<file path="src/shared/dof_pkg.sv">
`default_nettype none
package dof_pkg;

  localparam int DATA_W       = 32;
  localparam int ACC_W        = 40;
  localparam int GUARD_W      = 8;
  localparam int GUARD_LSB    = 32;
  localparam int HALF_LSB     = 16;
  localparam int NUM_ACC      = 2;
  localparam int NUM_GEN      = 6;
  localparam int GEN_BASE     = 4;
  localparam int FLAG_GT      = 3;
  localparam int FLAG_Z       = 2;
  localparam int FLAG_N       = 1;
  localparam int FLAG_V       = 0;
  localparam int SHIFT_A_MIN  = -32;
  localparam int SHIFT_A_MAX  = 32;
  localparam int SHIFT_L_MIN  = -16;
  localparam int SHIFT_L_MAX  = 16;
  localparam logic [39:0] ACC_RST = 40'h00_0000_0000;
  localparam logic [31:0] GEN_RST = 32'h0000_0000;

  typedef enum logic [1:0] {SIZE_BYTE, SIZE_WORD, SIZE_LONG} dof_size_t;

  typedef enum logic [3:0] {
    IMM_MOV, IMM_ADD, IMM_CMPEQ, IMM_TST, IMM_AND, IMM_OR, IMM_XOR,
    IMM_WORD_TABLE, IMM_LONG_TABLE
  } dof_imm_t;

  typedef enum logic [1:0] {FMT_FIXED, FMT_INTEGER, FMT_LOGIC} dof_fmt_t;

  typedef enum logic [2:0] {
    DI_GENERIC, DI_ARITHMETIC_SHIFT, DI_LOGICAL_SHIFT, DI_SIGNED_MULTIPLY, DI_MSB_DETECT
  } dof_dinstr_t;

  typedef enum logic [3:0] {
    ACCUMULATOR_FIRST, ACCUMULATOR_SECOND, GUARD_REG_FIRST, GUARD_REG_SECOND,
    X_INPUT_REG_FIRST, X_INPUT_REG_SECOND, Y_INPUT_REG_FIRST, Y_INPUT_REG_SECOND,
    MULTIPLIER_REG_FIRST, MULTIPLIER_REG_SECOND
  } dof_reg_t;

  function automatic logic [31:0] sext8(input logic [7:0] v);
    return {{24{v[7]}}, v};
  endfunction

  function automatic logic [31:0] sext16(input logic [15:0] v);
    return {{16{v[15]}}, v};
  endfunction

  function automatic dof_fmt_t src_fmt(input dof_fmt_t f, input dof_dinstr_t i);
    case (i)
      DI_ARITHMETIC_SHIFT, DI_MSB_DETECT:   return FMT_FIXED;
      DI_LOGICAL_SHIFT, DI_SIGNED_MULTIPLY: return FMT_LOGIC;
      default:                              return f;
    endcase
  endfunction

  function automatic dof_fmt_t dst_fmt(input dof_fmt_t f, input dof_dinstr_t i);
    case (i)
      DI_ARITHMETIC_SHIFT, DI_SIGNED_MULTIPLY: return FMT_FIXED;
      DI_MSB_DETECT:                           return FMT_INTEGER;
      DI_LOGICAL_SHIFT:                        return FMT_LOGIC;
      default:                                 return f;
    endcase
  endfunction

endpackage
`default_nettype wire

</file>
<file path="src/shared/dof_link_if.sv">
`default_nettype none
interface dof_link_if;
  import dof_pkg::*;
  dof_size_t   size;
  logic [31:0] addr;
  logic        stack;
  logic        little;
  logic [31:0] rdata;
  logic [31:0] load_data;
  logic        addr_err;
  dof_imm_t    imm_class;
  logic [7:0]  imm_byte;
  logic [31:0] pc;
  logic [31:0] imm_value;
  logic        fetch;
  logic [31:0] fetch_addr;
  dof_size_t   fetch_size;

  modport core  (output size, addr, stack, little, rdata, imm_class, imm_byte, pc,
                 input load_data, addr_err, imm_value, fetch, fetch_addr, fetch_size);
  modport align (input size, addr, stack, little, rdata, output load_data, addr_err);
  modport imm   (input imm_class, imm_byte, pc,
                 output imm_value, fetch, fetch_addr, fetch_size);
endinterface
`default_nettype wire

</file>
<file path="src/verilog/dof_format_unit.sv">
`default_nettype none
module dof_format_unit (
  input  wire logic                 sys_clk_i,
  input  wire logic                 rstn_i,
  input  wire logic                 mem_req_i,
  input  wire dof_pkg::dof_size_t   mem_size_i,
  input  wire logic [31:0]          mem_addr_i,
  input  wire logic                 mem_stack_i,
  input  wire logic [31:0]          mem_rdata_i,
  input  wire logic                 little_endian_i,
  output logic                      gpr_we_o,
  output logic [31:0]               gpr_wdata_o,
  output logic                      addr_err_o,
  input  wire logic                 imm_req_i,
  input  wire dof_pkg::dof_imm_t    imm_class_i,
  input  wire logic [7:0]           imm_byte_i,
  input  wire logic [31:0]          pc_i,
  output logic                      imm_valid_o,
  output logic [31:0]               imm_value_o,
  output logic                      imm_fetch_o,
  output logic [31:0]               imm_fetch_addr_o,
  output dof_pkg::dof_size_t        imm_fetch_size_o,
  input  wire logic                 op_req_i,
  input  wire dof_pkg::dof_fmt_t    op_fmt_i,
  input  wire dof_pkg::dof_dinstr_t op_instr_i,
  input  wire dof_pkg::dof_reg_t    src_sel_i,
  input  wire dof_pkg::dof_reg_t    sa_sel_i,
  output logic                      op_valid_o,
  output logic [39:0]               operand_o,
  output logic                      src_illegal_o,
  output logic [6:0]                shift_amt_o,
  output logic                      shift_ok_o,
  input  wire logic                 res_we_i,
  input  wire dof_pkg::dof_reg_t    res_dst_i,
  input  wire dof_pkg::dof_fmt_t    res_fmt_i,
  input  wire dof_pkg::dof_dinstr_t res_instr_i,
  input  wire logic [39:0]          res_i,
  output logic [3:0]                flags_o,
  input  wire logic                 xy_load_i,
  input  wire logic                 xy_store_i,
  input  wire dof_pkg::dof_reg_t    xy_reg_i,
  input  wire logic [15:0]          xy_data_i,
  output logic [15:0]               xy_data_o,
  input  wire logic                 sx_load_i,
  input  wire logic                 sx_store_i,
  input  wire logic                 sx_long_i,
  input  wire dof_pkg::dof_reg_t    sx_reg_i,
  input  wire logic [31:0]          sx_data_i,
  output logic [31:0]               sx_data_o
);
  import dof_pkg::*;

  // 40-bit accumulators with guard byte in 39:32, 32-bit input/multiplier regs
  logic [39:0] acc [NUM_ACC];
  logic [31:0] gen [NUM_GEN];
  dof_link_if  lnk ();

  assign lnk.size      = mem_size_i;
  assign lnk.addr      = mem_addr_i;
  assign lnk.stack     = mem_stack_i;
  assign lnk.little    = little_endian_i;
  assign lnk.rdata     = mem_rdata_i;
  assign lnk.imm_class = imm_class_i;
  assign lnk.imm_byte  = imm_byte_i;
  assign lnk.pc        = pc_i;

  dof_mem_align u_align (
    .lnk (lnk)
  );

  dof_imm_ext u_imm (
    .lnk (lnk)
  );

  function automatic logic [2:0] gen_idx(input dof_reg_t sel);
    return 3'(4'(sel) - 4'(GEN_BASE));
  endfunction

  function automatic logic is_acc(input dof_reg_t sel);
    return sel == ACCUMULATOR_FIRST || sel == ACCUMULATOR_SECOND;
  endfunction

  function automatic logic is_guard(input dof_reg_t sel);
    return sel == GUARD_REG_FIRST || sel == GUARD_REG_SECOND;
  endfunction

  // fixed: point between 31/30; integer: point between 16/15
  function automatic logic [39:0] read_src(input dof_reg_t sel, input dof_fmt_t f);
    logic [39:0] raw;
    raw = '0;
    if (is_acc(sel)) begin
      raw = acc[sel[0]];
    end else if (!is_guard(sel)) begin
      raw = {{GUARD_W{gen[gen_idx(sel)][31]}}, gen[gen_idx(sel)]};
    end
    case (f)
      FMT_FIXED:   return raw;
      FMT_INTEGER: return {raw[39:16], 16'h0000};
      FMT_LOGIC:   return {8'h00, raw[31:16], 16'h0000};
      default:     return raw;
    endcase
  endfunction

  function automatic logic [39:0] shape_dst(input logic [39:0] r, input dof_fmt_t f);
    case (f)
      FMT_FIXED:   return r;
      FMT_INTEGER: return {r[39:16], 16'h0000};
      FMT_LOGIC:   return {8'h00, r[31:16], 16'h0000};
      default:     return r;
    endcase
  endfunction

  function automatic logic src_legal(input dof_reg_t sel, input dof_dinstr_t i);
    if (is_guard(sel)) begin
      return 1'b0;
    end
    return !(i == DI_SIGNED_MULTIPLY && sel == ACCUMULATOR_FIRST);
  endfunction

  // upper word of a register, as the 16-bit buses carry it
  function automatic logic [15:0] upper_word(input dof_reg_t sel);
    if (is_acc(sel)) begin
      return acc[sel[0]][31:16];
    end
    return is_guard(sel) ? 16'h0000 : gen[gen_idx(sel)][31:16];
  endfunction

  dof_fmt_t    res_df;
  logic [39:0] res_shaped;
  logic [39:0] sa_word;
  logic [6:0]  sa_logic;

  assign res_df     = dst_fmt(res_fmt_i, res_instr_i);
  assign res_shaped = shape_dst(res_i, res_df);
  // a process, not an assign: it must also wake when the register file changes
  always_comb begin
    sa_word  = read_src(sa_sel_i, FMT_INTEGER);
    sa_logic = {sa_word[21], sa_word[21:16]};
  end

  // one write port per cycle: result beats single transfer beats x/y load
  always_ff @(posedge sys_clk_i) begin
    if (!rstn_i) begin
      for (int i = 0; i < NUM_ACC; i++) begin
        acc[i] <= ACC_RST;
      end
      for (int i = 0; i < NUM_GEN; i++) begin
        gen[i] <= GEN_RST;
      end
    end else if (res_we_i && !is_guard(res_dst_i)) begin
      if (is_acc(res_dst_i)) begin
        acc[res_dst_i[0]] <= res_shaped;
      end else begin
        gen[gen_idx(res_dst_i)] <= res_shaped[31:0];
      end
    end else if (sx_load_i) begin
      if (is_guard(sx_reg_i)) begin
        acc[sx_reg_i[0]][39:32] <= sx_data_i[7:0];
      end else if (is_acc(sx_reg_i)) begin
        acc[sx_reg_i[0]] <= sx_long_i ? {{GUARD_W{sx_data_i[31]}}, sx_data_i}
                                      : {{GUARD_W{sx_data_i[15]}}, sx_data_i[15:0], 16'h0000};
      end else begin
        gen[gen_idx(sx_reg_i)] <= sx_long_i ? sx_data_i : {sx_data_i[15:0], 16'h0000};
      end
    end else if (xy_load_i && !is_guard(xy_reg_i)) begin
      if (is_acc(xy_reg_i)) begin
        acc[xy_reg_i[0]] <= {{GUARD_W{xy_data_i[15]}}, xy_data_i, 16'h0000};
      end else begin
        gen[gen_idx(xy_reg_i)] <= {xy_data_i, 16'h0000};
      end
    end
  end

  always_ff @(posedge sys_clk_i) begin
    if (!rstn_i) begin
      gpr_we_o    <= 1'b0;
      gpr_wdata_o <= '0;
      addr_err_o  <= 1'b0;
    end else begin
      // data behind a failed alignment is not trusted, so no write is issued
      gpr_we_o    <= mem_req_i && !lnk.addr_err;
      gpr_wdata_o <= mem_req_i ? lnk.load_data : gpr_wdata_o;
      addr_err_o  <= mem_req_i && lnk.addr_err;
    end
  end

  always_ff @(posedge sys_clk_i) begin
    if (!rstn_i) begin
      imm_valid_o      <= 1'b0;
      imm_value_o      <= '0;
      imm_fetch_o      <= 1'b0;
      imm_fetch_addr_o <= '0;
      imm_fetch_size_o <= SIZE_LONG;
    end else begin
      imm_valid_o      <= imm_req_i && !lnk.fetch;
      imm_fetch_o      <= imm_req_i && lnk.fetch;
      if (imm_req_i) begin
        imm_value_o      <= lnk.imm_value;
        imm_fetch_addr_o <= lnk.fetch_addr;
        imm_fetch_size_o <= lnk.fetch_size;
      end
    end
  end

  always_ff @(posedge sys_clk_i) begin
    if (!rstn_i) begin
      op_valid_o    <= 1'b0;
      operand_o     <= '0;
      src_illegal_o <= 1'b0;
      shift_amt_o   <= '0;
      shift_ok_o    <= 1'b0;
    end else begin
      op_valid_o    <= op_req_i;
      src_illegal_o <= op_req_i && !src_legal(src_sel_i, op_instr_i);
      if (op_req_i) begin
        operand_o <= read_src(src_sel_i, src_fmt(op_fmt_i, op_instr_i));
        case (op_instr_i)
          DI_ARITHMETIC_SHIFT: begin
            shift_amt_o <= sa_word[22:16];
            shift_ok_o  <= int'($signed(sa_word[22:16])) >= SHIFT_A_MIN &&
                           int'($signed(sa_word[22:16])) <= SHIFT_A_MAX;
          end
          DI_LOGICAL_SHIFT: begin
            shift_amt_o <= sa_logic;
            shift_ok_o  <= int'($signed(sa_logic)) >= SHIFT_L_MIN &&
                           int'($signed(sa_logic)) <= SHIFT_L_MAX;
          end
          default: begin
            shift_amt_o <= '0;
            shift_ok_o  <= 1'b0;
          end
        endcase
      end else begin
        shift_ok_o <= 1'b0;
      end
    end
  end

  // flags look at the full 40-bit value even for a 32-bit destination
  always_ff @(posedge sys_clk_i) begin
    if (!rstn_i) begin
      flags_o <= '0;
    end else if (res_we_i) begin
      flags_o[FLAG_Z]  <= (res_shaped == '0);
      flags_o[FLAG_N]  <= res_shaped[39];
      flags_o[FLAG_V]  <= !(&res_shaped[39:31] || !(|res_shaped[39:31]));
      flags_o[FLAG_GT] <= !res_shaped[39] && (res_shaped != '0);
    end
  end

  always_ff @(posedge sys_clk_i) begin
    if (!rstn_i) begin
      xy_data_o <= '0;
      sx_data_o <= '0;
    end else begin
      if (xy_store_i) begin
        xy_data_o <= upper_word(xy_reg_i);
      end
      if (sx_store_i) begin
        if (is_guard(sx_reg_i)) begin
          sx_data_o <= sext8(acc[sx_reg_i[0]][39:32]);
        end else if (sx_long_i) begin
          sx_data_o <= is_acc(sx_reg_i) ? acc[sx_reg_i[0]][31:0]
                                        : gen[gen_idx(sx_reg_i)];
        end else begin
          sx_data_o <= sext16(upper_word(sx_reg_i));
        end
      end
    end
  end

  a_load_sign: assert property (@(posedge sys_clk_i) disable iff (!rstn_i)
    mem_req_i && mem_size_i == SIZE_BYTE && !mem_stack_i
      |=> gpr_we_o && (gpr_wdata_o[31:7] == '0 || &gpr_wdata_o[31:7]))
    else $error("byte load not sign-extended");
  a_word_align: assert property (@(posedge sys_clk_i) disable iff (!rstn_i)
    mem_req_i && mem_size_i == SIZE_WORD && mem_addr_i[0] |=> addr_err_o && !gpr_we_o)
    else $error("odd word access not flagged");
  a_stack_long: assert property (@(posedge sys_clk_i) disable iff (!rstn_i)
    mem_req_i && mem_stack_i && mem_size_i != SIZE_LONG |=> addr_err_o)
    else $error("short stack access not flagged");
  a_imm_sign: assert property (@(posedge sys_clk_i) disable iff (!rstn_i)
    imm_req_i && imm_class_i == IMM_ADD && imm_byte_i[7] |=> &imm_value_o[31:8])
    else $error("add immediate not sign-extended");
  a_imm_zero: assert property (@(posedge sys_clk_i) disable iff (!rstn_i)
    imm_req_i && imm_class_i == IMM_AND |=> imm_value_o[31:8] == '0 && imm_valid_o)
    else $error("and immediate not zero-extended");
  a_imm_table: assert property (@(posedge sys_clk_i) disable iff (!rstn_i)
    imm_req_i && imm_class_i == IMM_WORD_TABLE
      |=> imm_fetch_o && !imm_valid_o && imm_fetch_size_o == SIZE_WORD)
    else $error("word immediate not fetched");
  a_src_guard: assert property (@(posedge sys_clk_i) disable iff (!rstn_i)
    op_req_i && op_instr_i == DI_GENERIC && op_fmt_i == FMT_FIXED && !is_acc(src_sel_i)
      |=> operand_o[39:32] == {8{operand_o[31]}})
    else $error("source guard not sign-extended");
  a_int_low: assert property (@(posedge sys_clk_i) disable iff (!rstn_i)
    op_req_i && op_instr_i == DI_GENERIC && op_fmt_i == FMT_INTEGER |=> operand_o[15:0] == '0)
    else $error("integer source low word not ignored");
  a_logic_src: assert property (@(posedge sys_clk_i) disable iff (!rstn_i)
    op_req_i && op_instr_i == DI_LOGICAL_SHIFT
      |=> operand_o[39:32] == '0 && operand_o[15:0] == '0)
    else $error("logical source not upper word");
  a_arithmetic_shift_instr_range: assert property (@(posedge sys_clk_i) disable iff (!rstn_i)
    op_req_i && op_instr_i == DI_ARITHMETIC_SHIFT |=>
      shift_ok_o == ($signed(shift_amt_o) >= -7'sd32 && $signed(shift_amt_o) <= 7'sd32))
    else $error("arithmetic shift range wrong");
  a_mul_src: assert property (@(posedge sys_clk_i) disable iff (!rstn_i)
    op_req_i && op_instr_i == DI_SIGNED_MULTIPLY && src_sel_i == ACCUMULATOR_FIRST
      |=> src_illegal_o)
    else $error("illegal multiply source accepted");
  a_guard_keep: assert property (@(posedge sys_clk_i) disable iff (!rstn_i)
    sx_load_i && !res_we_i && sx_reg_i == GUARD_REG_FIRST
      |=> acc[0][31:0] == $past(acc[0][31:0]) && acc[0][39:32] == $past(sx_data_i[7:0]))
    else $error("guard load disturbed accumulator");
  a_flag_over: assert property (@(posedge sys_clk_i) disable iff (!rstn_i)
    res_we_i && res_instr_i == DI_GENERIC && res_fmt_i == FMT_FIXED
      |=> flags_o[FLAG_V] == ($past(res_i[39:31]) != '0 && $past(res_i[39:31]) != '1))
    else $error("overflow flag ignores guard bits");

  c_misaligned: cover property (@(posedge sys_clk_i) disable iff (!rstn_i) addr_err_o);
  c_table_fetch: cover property (@(posedge sys_clk_i) disable iff (!rstn_i) imm_fetch_o);
  c_guard_store: cover property (@(posedge sys_clk_i) disable iff (!rstn_i)
    sx_store_i && is_guard(sx_reg_i));
  c_shift_bad: cover property (@(posedge sys_clk_i) disable iff (!rstn_i)
    op_req_i && op_instr_i == DI_ARITHMETIC_SHIFT ##1 !shift_ok_o);
endmodule
`default_nettype wire

</file>
<file path="src/verilog/dof_imm_ext.sv">
`default_nettype none
module dof_imm_ext (
  dof_link_if.imm lnk
);
  import dof_pkg::*;

  always_comb begin
    lnk.imm_value  = '0;
    lnk.fetch      = 1'b0;
    lnk.fetch_addr = '0;
    lnk.fetch_size = SIZE_LONG;
    case (lnk.imm_class)
      IMM_MOV, IMM_ADD, IMM_CMPEQ: begin
        lnk.imm_value = sext8(lnk.imm_byte);
      end
      IMM_TST, IMM_AND, IMM_OR, IMM_XOR: begin
        lnk.imm_value = {24'h00_0000, lnk.imm_byte};
      end
      IMM_WORD_TABLE: begin
        lnk.fetch      = 1'b1;
        lnk.fetch_size = SIZE_WORD;
        lnk.fetch_addr = lnk.pc + {23'h00_0000, lnk.imm_byte, 1'b0};
      end
      IMM_LONG_TABLE: begin
        lnk.fetch      = 1'b1;
        lnk.fetch_addr = {lnk.pc[31:2], 2'h0} + {22'h00_0000, lnk.imm_byte, 2'h0};
      end
      default: begin
        lnk.imm_value = '0;
      end
    endcase
  end
endmodule
`default_nettype wire

</file>
<file path="src/verilog/dof_mem_align.sv">
`default_nettype none
module dof_mem_align (
  dof_link_if.align lnk
);
  import dof_pkg::*;

  logic [7:0] lane [4];
  logic [1:0] ofs;

  // lane 0 is the byte at the lowest address of the fetched word
  always_comb begin
    for (int i = 0; i < 4; i++) begin
      lane[i] = lnk.rdata[31 - 8 * i -: 8];
    end
    ofs           = lnk.addr[1:0];
    lnk.addr_err  = 1'b0;
    lnk.load_data = '0;
    case (lnk.size)
      SIZE_BYTE: begin
        lnk.load_data = sext8(lane[ofs]);
      end
      SIZE_WORD: begin
        lnk.addr_err  = ofs[0];
        lnk.load_data = lnk.little ? sext16({lane[{ofs[1], 1'b1}], lane[{ofs[1], 1'b0}]})
                                   : sext16({lane[{ofs[1], 1'b0}], lane[{ofs[1], 1'b1}]});
      end
      SIZE_LONG: begin
        lnk.addr_err  = (ofs != 2'h0);
        lnk.load_data = lnk.little ? {lane[3], lane[2], lane[1], lane[0]} : lnk.rdata;
      end
      default: begin
        lnk.addr_err = 1'b1;
      end
    endcase
    // the stack holds pc and status words, so only aligned longwords are legal
    if (lnk.stack && lnk.size != SIZE_LONG) begin
      lnk.addr_err = 1'b1;
    end
  end
endmodule
`default_nettype wire
</file>
<file path="config.mk">
export PLATFORM = sky130hd
export DESIGN_NAME = dof_format_unit
export DESIGN_NICKNAME = d
export VERILOG_FILES = /design/src/shared/dof_pkg.sv /design/src/shared/dof_link_if.sv /design/src/verilog/dof_format_unit.sv /design/src/verilog/dof_imm_ext.sv /design/src/verilog/dof_mem_align.sv
export SDC_FILE = /design/constraint.sdc
export NUM_CORES = 1
export LEC_CHECK = 0
export ABC_AREA = 1
export ABC_CLOCK_PERIOD_IN_PS = 4000
export BUFFER_PORTS_ARGS = -buffer_cell sky130_fd_sc_hd__buf_2
export CAP_MARGIN = 10
export CORE_MARGIN = 2
export CORE_UTILIZATION = 35
export CTS_BUF_LIST = sky130_fd_sc_hd__clkbuf_8
export DETAILED_ROUTE_END_ITERATION = 16
export PLACE_DENSITY = 0.5
export RECOVER_POWER = 100
export SETUP_SLACK_MARGIN = 0.3
export SYNTH_ARGS = -nofsm -noshare
export SYNTH_HDL_FRONTEND = slang
export SYNTH_SLANG_ARGS = --single-unit
</file>
<file path="constraint.sdc">
create_clock -name sys_clk_i -period 4 [get_ports sys_clk_i]
set_input_delay 0.6 -clock sys_clk_i [delete_from_list [all_inputs] [get_ports sys_clk_i]]
set_output_delay 0.6 -clock sys_clk_i [all_outputs]
set_load 0.05 [all_outputs]
</file>
==> impl_metrics.toml, run 1 <==
[run_status]
status = "finished, violations left"
failed_checks = "capacitance limit, slew limit"

[power]
p_seq_frac = 0.433
pwr-share-comb = 0.215
p_leak_nw = 14.78
powerDensity_nw_per_um2 = 409.8
internal_power_w = 0.009449
ir_drop_mv = 0.3080
swShare = 0.3521
power.share.clock = 0.352
switchingPower_w = 0.005135

[drt]
ant_nets = 0
highest_layer = "met4"
wl_met3_mm = 11.82
dr.pass1.iters = 8
vias = 32260
drc_errors = 0
vias_per_cell = 5.513
drt-met1-wl_mm = 59.04
wl_mm = 142.2
dr_wl_met2_mm = 65.54
wl_per_cell_um = 24.30
drt_iter0_drc = 3696

[critical_path]
cp.buffers_inverters = 4
criticalPathCategory = "primary input to flip-flop"
crit_chain = "clkbuf_1 -> clkbuf_1 -> o21ai_0 -> nand2_1 -> o21ai_0 -> a21oi_1 -> clkbuf_1 -> inv_1"
worst_path_max_delay_cell = "clkbuf_1"
cp_max_fo = 20
critPathArrivalTime_ps = 3690
worst_ep_required_time_ps = 4450
crit_family = "buffers and inverters"
timing.critical_path.from_type = "primary input"
slowest_delay_ps = 910
end_kind = "flip-flop"
cp_common_cell = "clkbuf_1"

[finish]
layout.nets = 4858
drive_gt1_frac = 0.09791
finalNonFillerCells = 5852
syn2layout_area_growth_pct = 14.91

[clock_network]
cts_setup_buffers = 0
cts_buffers = 96
clock-root-buffer = "clkbuf_8"
ctsHoldBuffers = 0
htreeDepth = 3
cts_buffer_depth = 3
post_cts_resize_count = 0
clkLatencyLatePin_ps = 750
cts_tree = "built"
clkTransAtPathRegs_ps = 60
cts.sinks = 517

[timing]
min_period_over_period = 0.8110
fmax_mhz = 308.3
setup_viol = 0
setup_tns_ps = 0
max_slew_margin = -0.5439
worst_pin_slew_ps = 2316
maxSlewViolCount = 125
finalHoldViolations = 0
clock_skew_ps = 30.36
rsz0062_at_grt = "false"
min_period_ps = 3244

[place]
dp_hpwl_mm = 100.7
io_buffers = 414
placed_cells = 5664
place_congestion = 0.9488

[die]
row_count = 109
start_util = 0.3515
dieWidth_um = 301.5
core_area_um2 = 88100
die_h_um = 301.5
dieArea_um2 = 90880
boundaryPins = 445

[global_route]
grt_max_degree = 112
grt_pass1_wl_mm = 201.4
first_global_vias = 29370
grt_remaining_overflow = 0
antenna_found_initial = 13
track_usage = 0.3022

[synth]
synth.distinct_cells = 50
yosys_register_bits = 517
synth_edf_count = 336
synth_top_area_frac = 0.3258
syn_inst = 4288
synth_area_um2 = 30970
synthTopCellsByCount = "1010 x nand2_1, 530 x o21ai_0, 474 x a21oi_1"
syn-num-nets = 4549
synthFlopType = "edfxtp_1"
syn_avg_cell_area_um2 = 7.222
yosys_warnings = 0
synth.most_common_cell = "nand2_1"
synth.area.top_cells = "edfxtp_1 33%, nand2_1 12%, dfxtp_1 12%"
synthArstFlopShare = 0
synth_area_leader_cell = "edfxtp_1"
yosysSeqAreaShare = 0.4428

[hold_path]
hp-class = "primary input to flip-flop"

[job]
cap_violations = 3
per-stage QoR:
step / hold slack [ps] / instance area (um^2) / power [W] / utilization / worst slack, ps
final: 113.2 / 35590 / 0.01458 / 0.4039 / 756.1
after global routing: 107.9 / 35590 / 0.01515 / 0.4039 / 637.7
after CTS: 63.75 / 35980 / 0.01467 / 0.4083 / 1447
after detailed placement: 452.9 / 34090 / 0.009555 / 0.3869 / 779.9
after global placement: 449.1 / 34090 / 0.009547 / 0.3869 / 772.3
after floorplan: 596.6 / 30970 / 0.008295 / - / 716.5
power by group through the flow:
stage	sequential (W)	combinational (W)	clock [W]
2_1_floorplan	0.00678	0.00152	0
3_3_place_gp	0.00641	0.00314	0
4_1_cts	0.00630	0.00316	0.00521
6_report	0.00631	0.00314	0.00513
5_1_grt	0.00636	0.00337	0.00543
3_5_place_dp	0.00641	0.00315	0
cell type report:
type	count	area, um^2
Sequential cell	517	13710
Timing Repair Buffer	517	2605
Fill cell	9583	52510
Clock inverter	69	371.6
Antenna cell	9	22.52
Inverter	404	1519
Clock buffer	110	1514
Tap cell	1165	1458
Multi-Input combinational cell	3061	14390
path summary, 6_finish.rpt:
kind / start / slack [ps] / cells after the start / end
min: pc_i[0] / 110 / 3 / imm_fetch_addr_o[0]
min reg2reg: gpr_wdata_o[28] / 460 / 2 / gpr_wdata_o[28]
max reg2reg: acc[0][31] / 1680 / 10 / sx_data_o[19]
max: sx_long_i / 760 / 8 / gen[5][16]
flip-flops by register name, summed over array words and instances, names as in the netlist, 2 cells and up:
| register | count |
|---|---|
| gen | 256 |
| acc | 80 |
| operand_o | 40 |
| gpr_wdata_o | 32 |
| imm_fetch_addr_o | 32 |
| sx_data_o | 32 |
| xy_data_o | 16 |
| imm_value_o | 9 |
| shift_amt_o | 7 |
| flags_o | 4 |
| imm_fetch_size_o | 2 |
worst reg2reg max path, stage by stage, from the launching register on:
cell and delay (ps):
edfxtp_1 380, inv_1 110, nor2_1 50, a21oi_1 270
o211ai_1 120, nand2_1 120, nand2_1 80, nand3_1 560
nand2_1 210, nand2_1 210, a21oi_1 90
logic make-up (layout without fill, tap and decap cells):
logic type,count (synthesis),count (layout),synth area share
AND/OR/NAND/NOR,1767,1767,0.2313
buffers and inverters,710,1100,0.09199
other,0,9,0
multiplexers,1,1,0.0003232
flip-flops,517,517,0.4428
AO/OA/AOI/OAI,1270,1270,0.2242
XOR/XNOR,3,3,0.0008486
adder cells (fa/ha/maj),20,20,0.008565
layer usage:
layer  global-route usage  vias to the layer above
li1                     -                    15170
met1               0.4110                    15220
met2               0.4829                     1610
met3              0.04553                      268
met4               0.1178                        0
met5                    0                        -
placed cells by master, fill, tap and decap left out, types with 44 or more instances in the layout:
| cell type | Yosys | final |
|---|---|---|
| nand2_1 | 1010 | 1010 |
| o21ai_0 | 530 | 537 |
| a21oi_1 | 474 | 474 |
| nor2_1 | 436 | 437 |
| inv_1 | 379 | 415 |
| edfxtp_1 | 336 | 336 |
| nand3_1 | 235 | 237 |
| clkbuf_1 | 180 | 227 |
| buf_2 | 66 | 199 |
| dfxtp_1 | 181 | 181 |
| clkbuf_8 | 0 | 110 |
| o211ai_1 | 109 | 109 |
| buf_4 | 27 | 76 |
| a22oi_1 | 44 | 44 |
Power figures use the tool's default switching activity.
==> run 2, diff against run 1 <==
--- a/config.mk
+++ b/config.mk
@@ -6,14 +6,14 @@
 export NUM_CORES = 1
 export LEC_CHECK = 0
 export ABC_AREA = 1
-export ABC_CLOCK_PERIOD_IN_PS = 4000
+export ABC_CLOCK_PERIOD_IN_PS = 2690
 export BUFFER_PORTS_ARGS = -buffer_cell sky130_fd_sc_hd__buf_2
 export CAP_MARGIN = 10
 export CORE_MARGIN = 2
 export CORE_UTILIZATION = 35
 export CTS_BUF_LIST = sky130_fd_sc_hd__clkbuf_8
 export DETAILED_ROUTE_END_ITERATION = 16
-export PLACE_DENSITY = 0.5
+export PLACE_DENSITY = 0.52
 export RECOVER_POWER = 100
 export SETUP_SLACK_MARGIN = 0.3
 export SYNTH_ARGS = -nofsm -noshare
==> constraint.sdc (replaced) <==
create_clock -name sys_clk_i -period 2.69 [get_ports sys_clk_i]
set_input_delay 0.4035 -clock sys_clk_i [delete_from_list [all_inputs] [get_ports sys_clk_i]]
set_output_delay 0.4035 -clock sys_clk_i [all_outputs]
set_load 0.05 [all_outputs]
==> run 2 against run 1 <==
Compared with the run above:
- the flow still finishes with violations (capacitance limit, slew limit)
- critical path depth rose by 2
- core utilization increased by 2.1 points
- routed wire length down 0.65%
- sequential share of layout area fell by 1.9 points
- cell area grew 5.2%
- sequential power rose by 49%
- first-iteration DRC count grew 4.5%
- flip-flop and latch count did not move
- cell count is 2.4% higher
- non-clock buffer count up 139
- combinational power up 58%
- hold slack worse by 56 ps
- largest power group unchanged
- highest routed layer is now met5
==> impl_metrics.toml, run 2 (synthesis gave the netlist of run 1 again) <==
[finish]
top_register = "gen"
drive_gt1_frac = 0.1287
syn2layout_area_growth_pct = 20.93
finalNonFillerCells = 5990
layout.nets = 4996
reg_top3 = "gen (256), acc (80), operand_o (40)"
final_cell_mix = "1001 x nand2_1, 536 x o21ai_0, 472 x a21oi_1, 432 x nor2_1, 409 x inv_1"
largest_reg_flops = 256
fin_area_um2 = 37450
layout_commonest_cell = "nand2_1"

[timing]
worst_pin_slew_ps = 2409
min_period_ps = 2486
finalHoldViolations = 0
fmax_mhz = 402.2
maxSlewViolCount = 40
setup_viol = 0
min_period_over_period = 0.9243
rsz0062_at_grt = "true"
max_slew_margin = -0.6059
clock_skew_ps = 58.83
setup_tns_ps = 0

[critical_path]
worst_path_max_delay_cell = "a21oi_1"
cp_max_fo = 16
cp_common_cell = "inv_1"
end_kind = "flip-flop"
critPathArrivalTime_ps = 2950
timing.critical_path.from_type = "primary input"
cp.buffers_inverters = 6
crit_chain = "clkbuf_1 -> dlygate4sd3_1 -> inv_1 -> nor2_1 -> nor3b_2 -> nand3_2 -> buf_4 -> inv_2 -> a21oi_1 -> inv_1"
criticalPathCategory = "primary input to flip-flop"
r2r_slack_ps = 400
timing.rr.start = "acc[1][17]"
worst_ep_required_time_ps = 3160
slowest_delay_ps = 800
crit_family = "buffers and inverters"
r2r-end = "sx_data_o[1]"
rr_worst_depth = 11

[clock_network]
cts_tree = "built"
cts_buffers = 95
htreeDepth = 3
clkLatencyLatePin_ps = 770
clkTransAtPathRegs_ps = 60
cts_buffer_depth = 3
cts.sinks = 517
clock-root-buffer = "clkbuf_8"

[global_route]
grt_pass1_wl_mm = 202.2
antenna_found_initial = 9
first_global_vias = 30230
track_usage = 0.3009
grt_remaining_overflow = 0
grt_max_degree = 91

[die]
core_area_um2 = 88100
start_util = 0.3515
boundaryPins = 445
dieWidth_um = 301.5
dieArea_um2 = 90880
die_h_um = 301.5
row_count = 109

[place]
io_buffers = 414
dp_hpwl_mm = 104.0
placed_area_um2 = 35400
place_congestion = 0.9810
placed_cells = 5776

[hold_path]
hp-class = "primary input to flip-flop"
worstHoldPathCells = 4
min_to = "imm_fetch_addr_o[20]"
min_from = "pc_i[20]"

[power]
p_leak_nw = 15.77
power_w = 0.02260
powerDensity_nw_per_um2 = 603.4
ir_drop_mv = 0.4021

[run_status]
status = "finished, violations left"
failed_checks = "capacitance limit, slew limit"

[drt]
wl_per_cell_um = 23.58
drc_errors = 0
wl_mm = 141.3
vias = 33050
drt_iter0_drc = 3862
vias_per_cell = 5.517
dr.pass1.iters = 6
ant_nets = 0

[job]
cap_violations = 1
[run 2: cell count changes in the layout (fill, tap and decap cells not counted), sizes merged, moves of 2 or more]
cell / previous run / this run
buf: 283 / 414
bufinv: 1 / 7
clkbuf: 344 / 325
diode: 9 / 7
dlygate4sd3: 0 / 26
inv: 431 / 428
[run 2: worst max path at each step]
stage                     slack, ps            from       endpoint  cells after the start
after global placement          -50  res_instr_i[1]     acc[0][32]                     13
after detailed placement        -80     sx_reg_i[3]     gen[6][23]                     10
final                           200        res_we_i     gen[5][23]                     10
after floorplan                  30    res_dst_i[3]      gen[2][0]                     10
after global routing            130     sx_reg_i[0]  sx_data_o[17]                     12
after CTS                       330        res_we_i     gen[3][22]                     13
[run 2: worst register-to-register path: cells and delay by family, from the launching register on]
family / cells / cell delay [ps]
compound gates: 6 / 1110
buf+inv: 1 / 210
flops: 1 / 450
simple gates: 4 / 390
[run 2: routing by layer]
| layer | global-route usage | up-vias | routed length (um) |
|---|---|---|---|
| li1 | - | 15460 | - |
| met1 | 0.4157 | 15520 | 59260 |
| met2 | 0.4634 | 1782 | 62790 |
| met3 | 0.05936 | 286 | 13570 |
| met4 | 0.1159 | 6 | 5610 |
| met5 | 0 | - | 34 |
[run 2: area by class of cell]
cell class / count / area [um^2]
Fill cell: 9444 / 50650
Multi-Input combinational cell: 3061 / 14500
Sequential cell: 517 / 13710
Timing Repair Buffer: 656 / 4192
Inverter: 404 / 1519
Clock buffer: 109 / 1500
Tap cell: 1165 / 1458
Clock inverter: 71 / 550.5
Antenna cell: 7 / 17.52
[run 2: through the flow]
| step | util | hold WS, ps | setup slack (ps) |
|---|---|---|---|
| final | 0.4251 | 57.23 | 203.7 |
| after global routing | 0.4251 | 35.39 | 130.9 |
| after CTS | 0.4281 | 1.125 | 329.2 |
| after detailed placement | 0.4019 | 452.0 | -77.80 |
| after global placement | 0.4019 | 450.2 | -48.52 |
| after floorplan | - | 546.3 | 31.60 |
[run 2: report_power, final]
part / internal [W] / switching (W) / total (W)
registers: 0.00907 / 0.000328 / 0.00940
logic: 0.00133 / 0.00362 / 0.00496
clock network: 0.00445 / 0.00380 / 0.00824
total: 0.0149 / 0.00775 / 0.0226
[run 2: timing repair]
item	4_1_cts	5_1_grt
buffers inserted	0	1
hold buffers	26	0
resized for setup	0	22
hold endpoints to repair	22	0
endpoints found under the setup margin	0	257
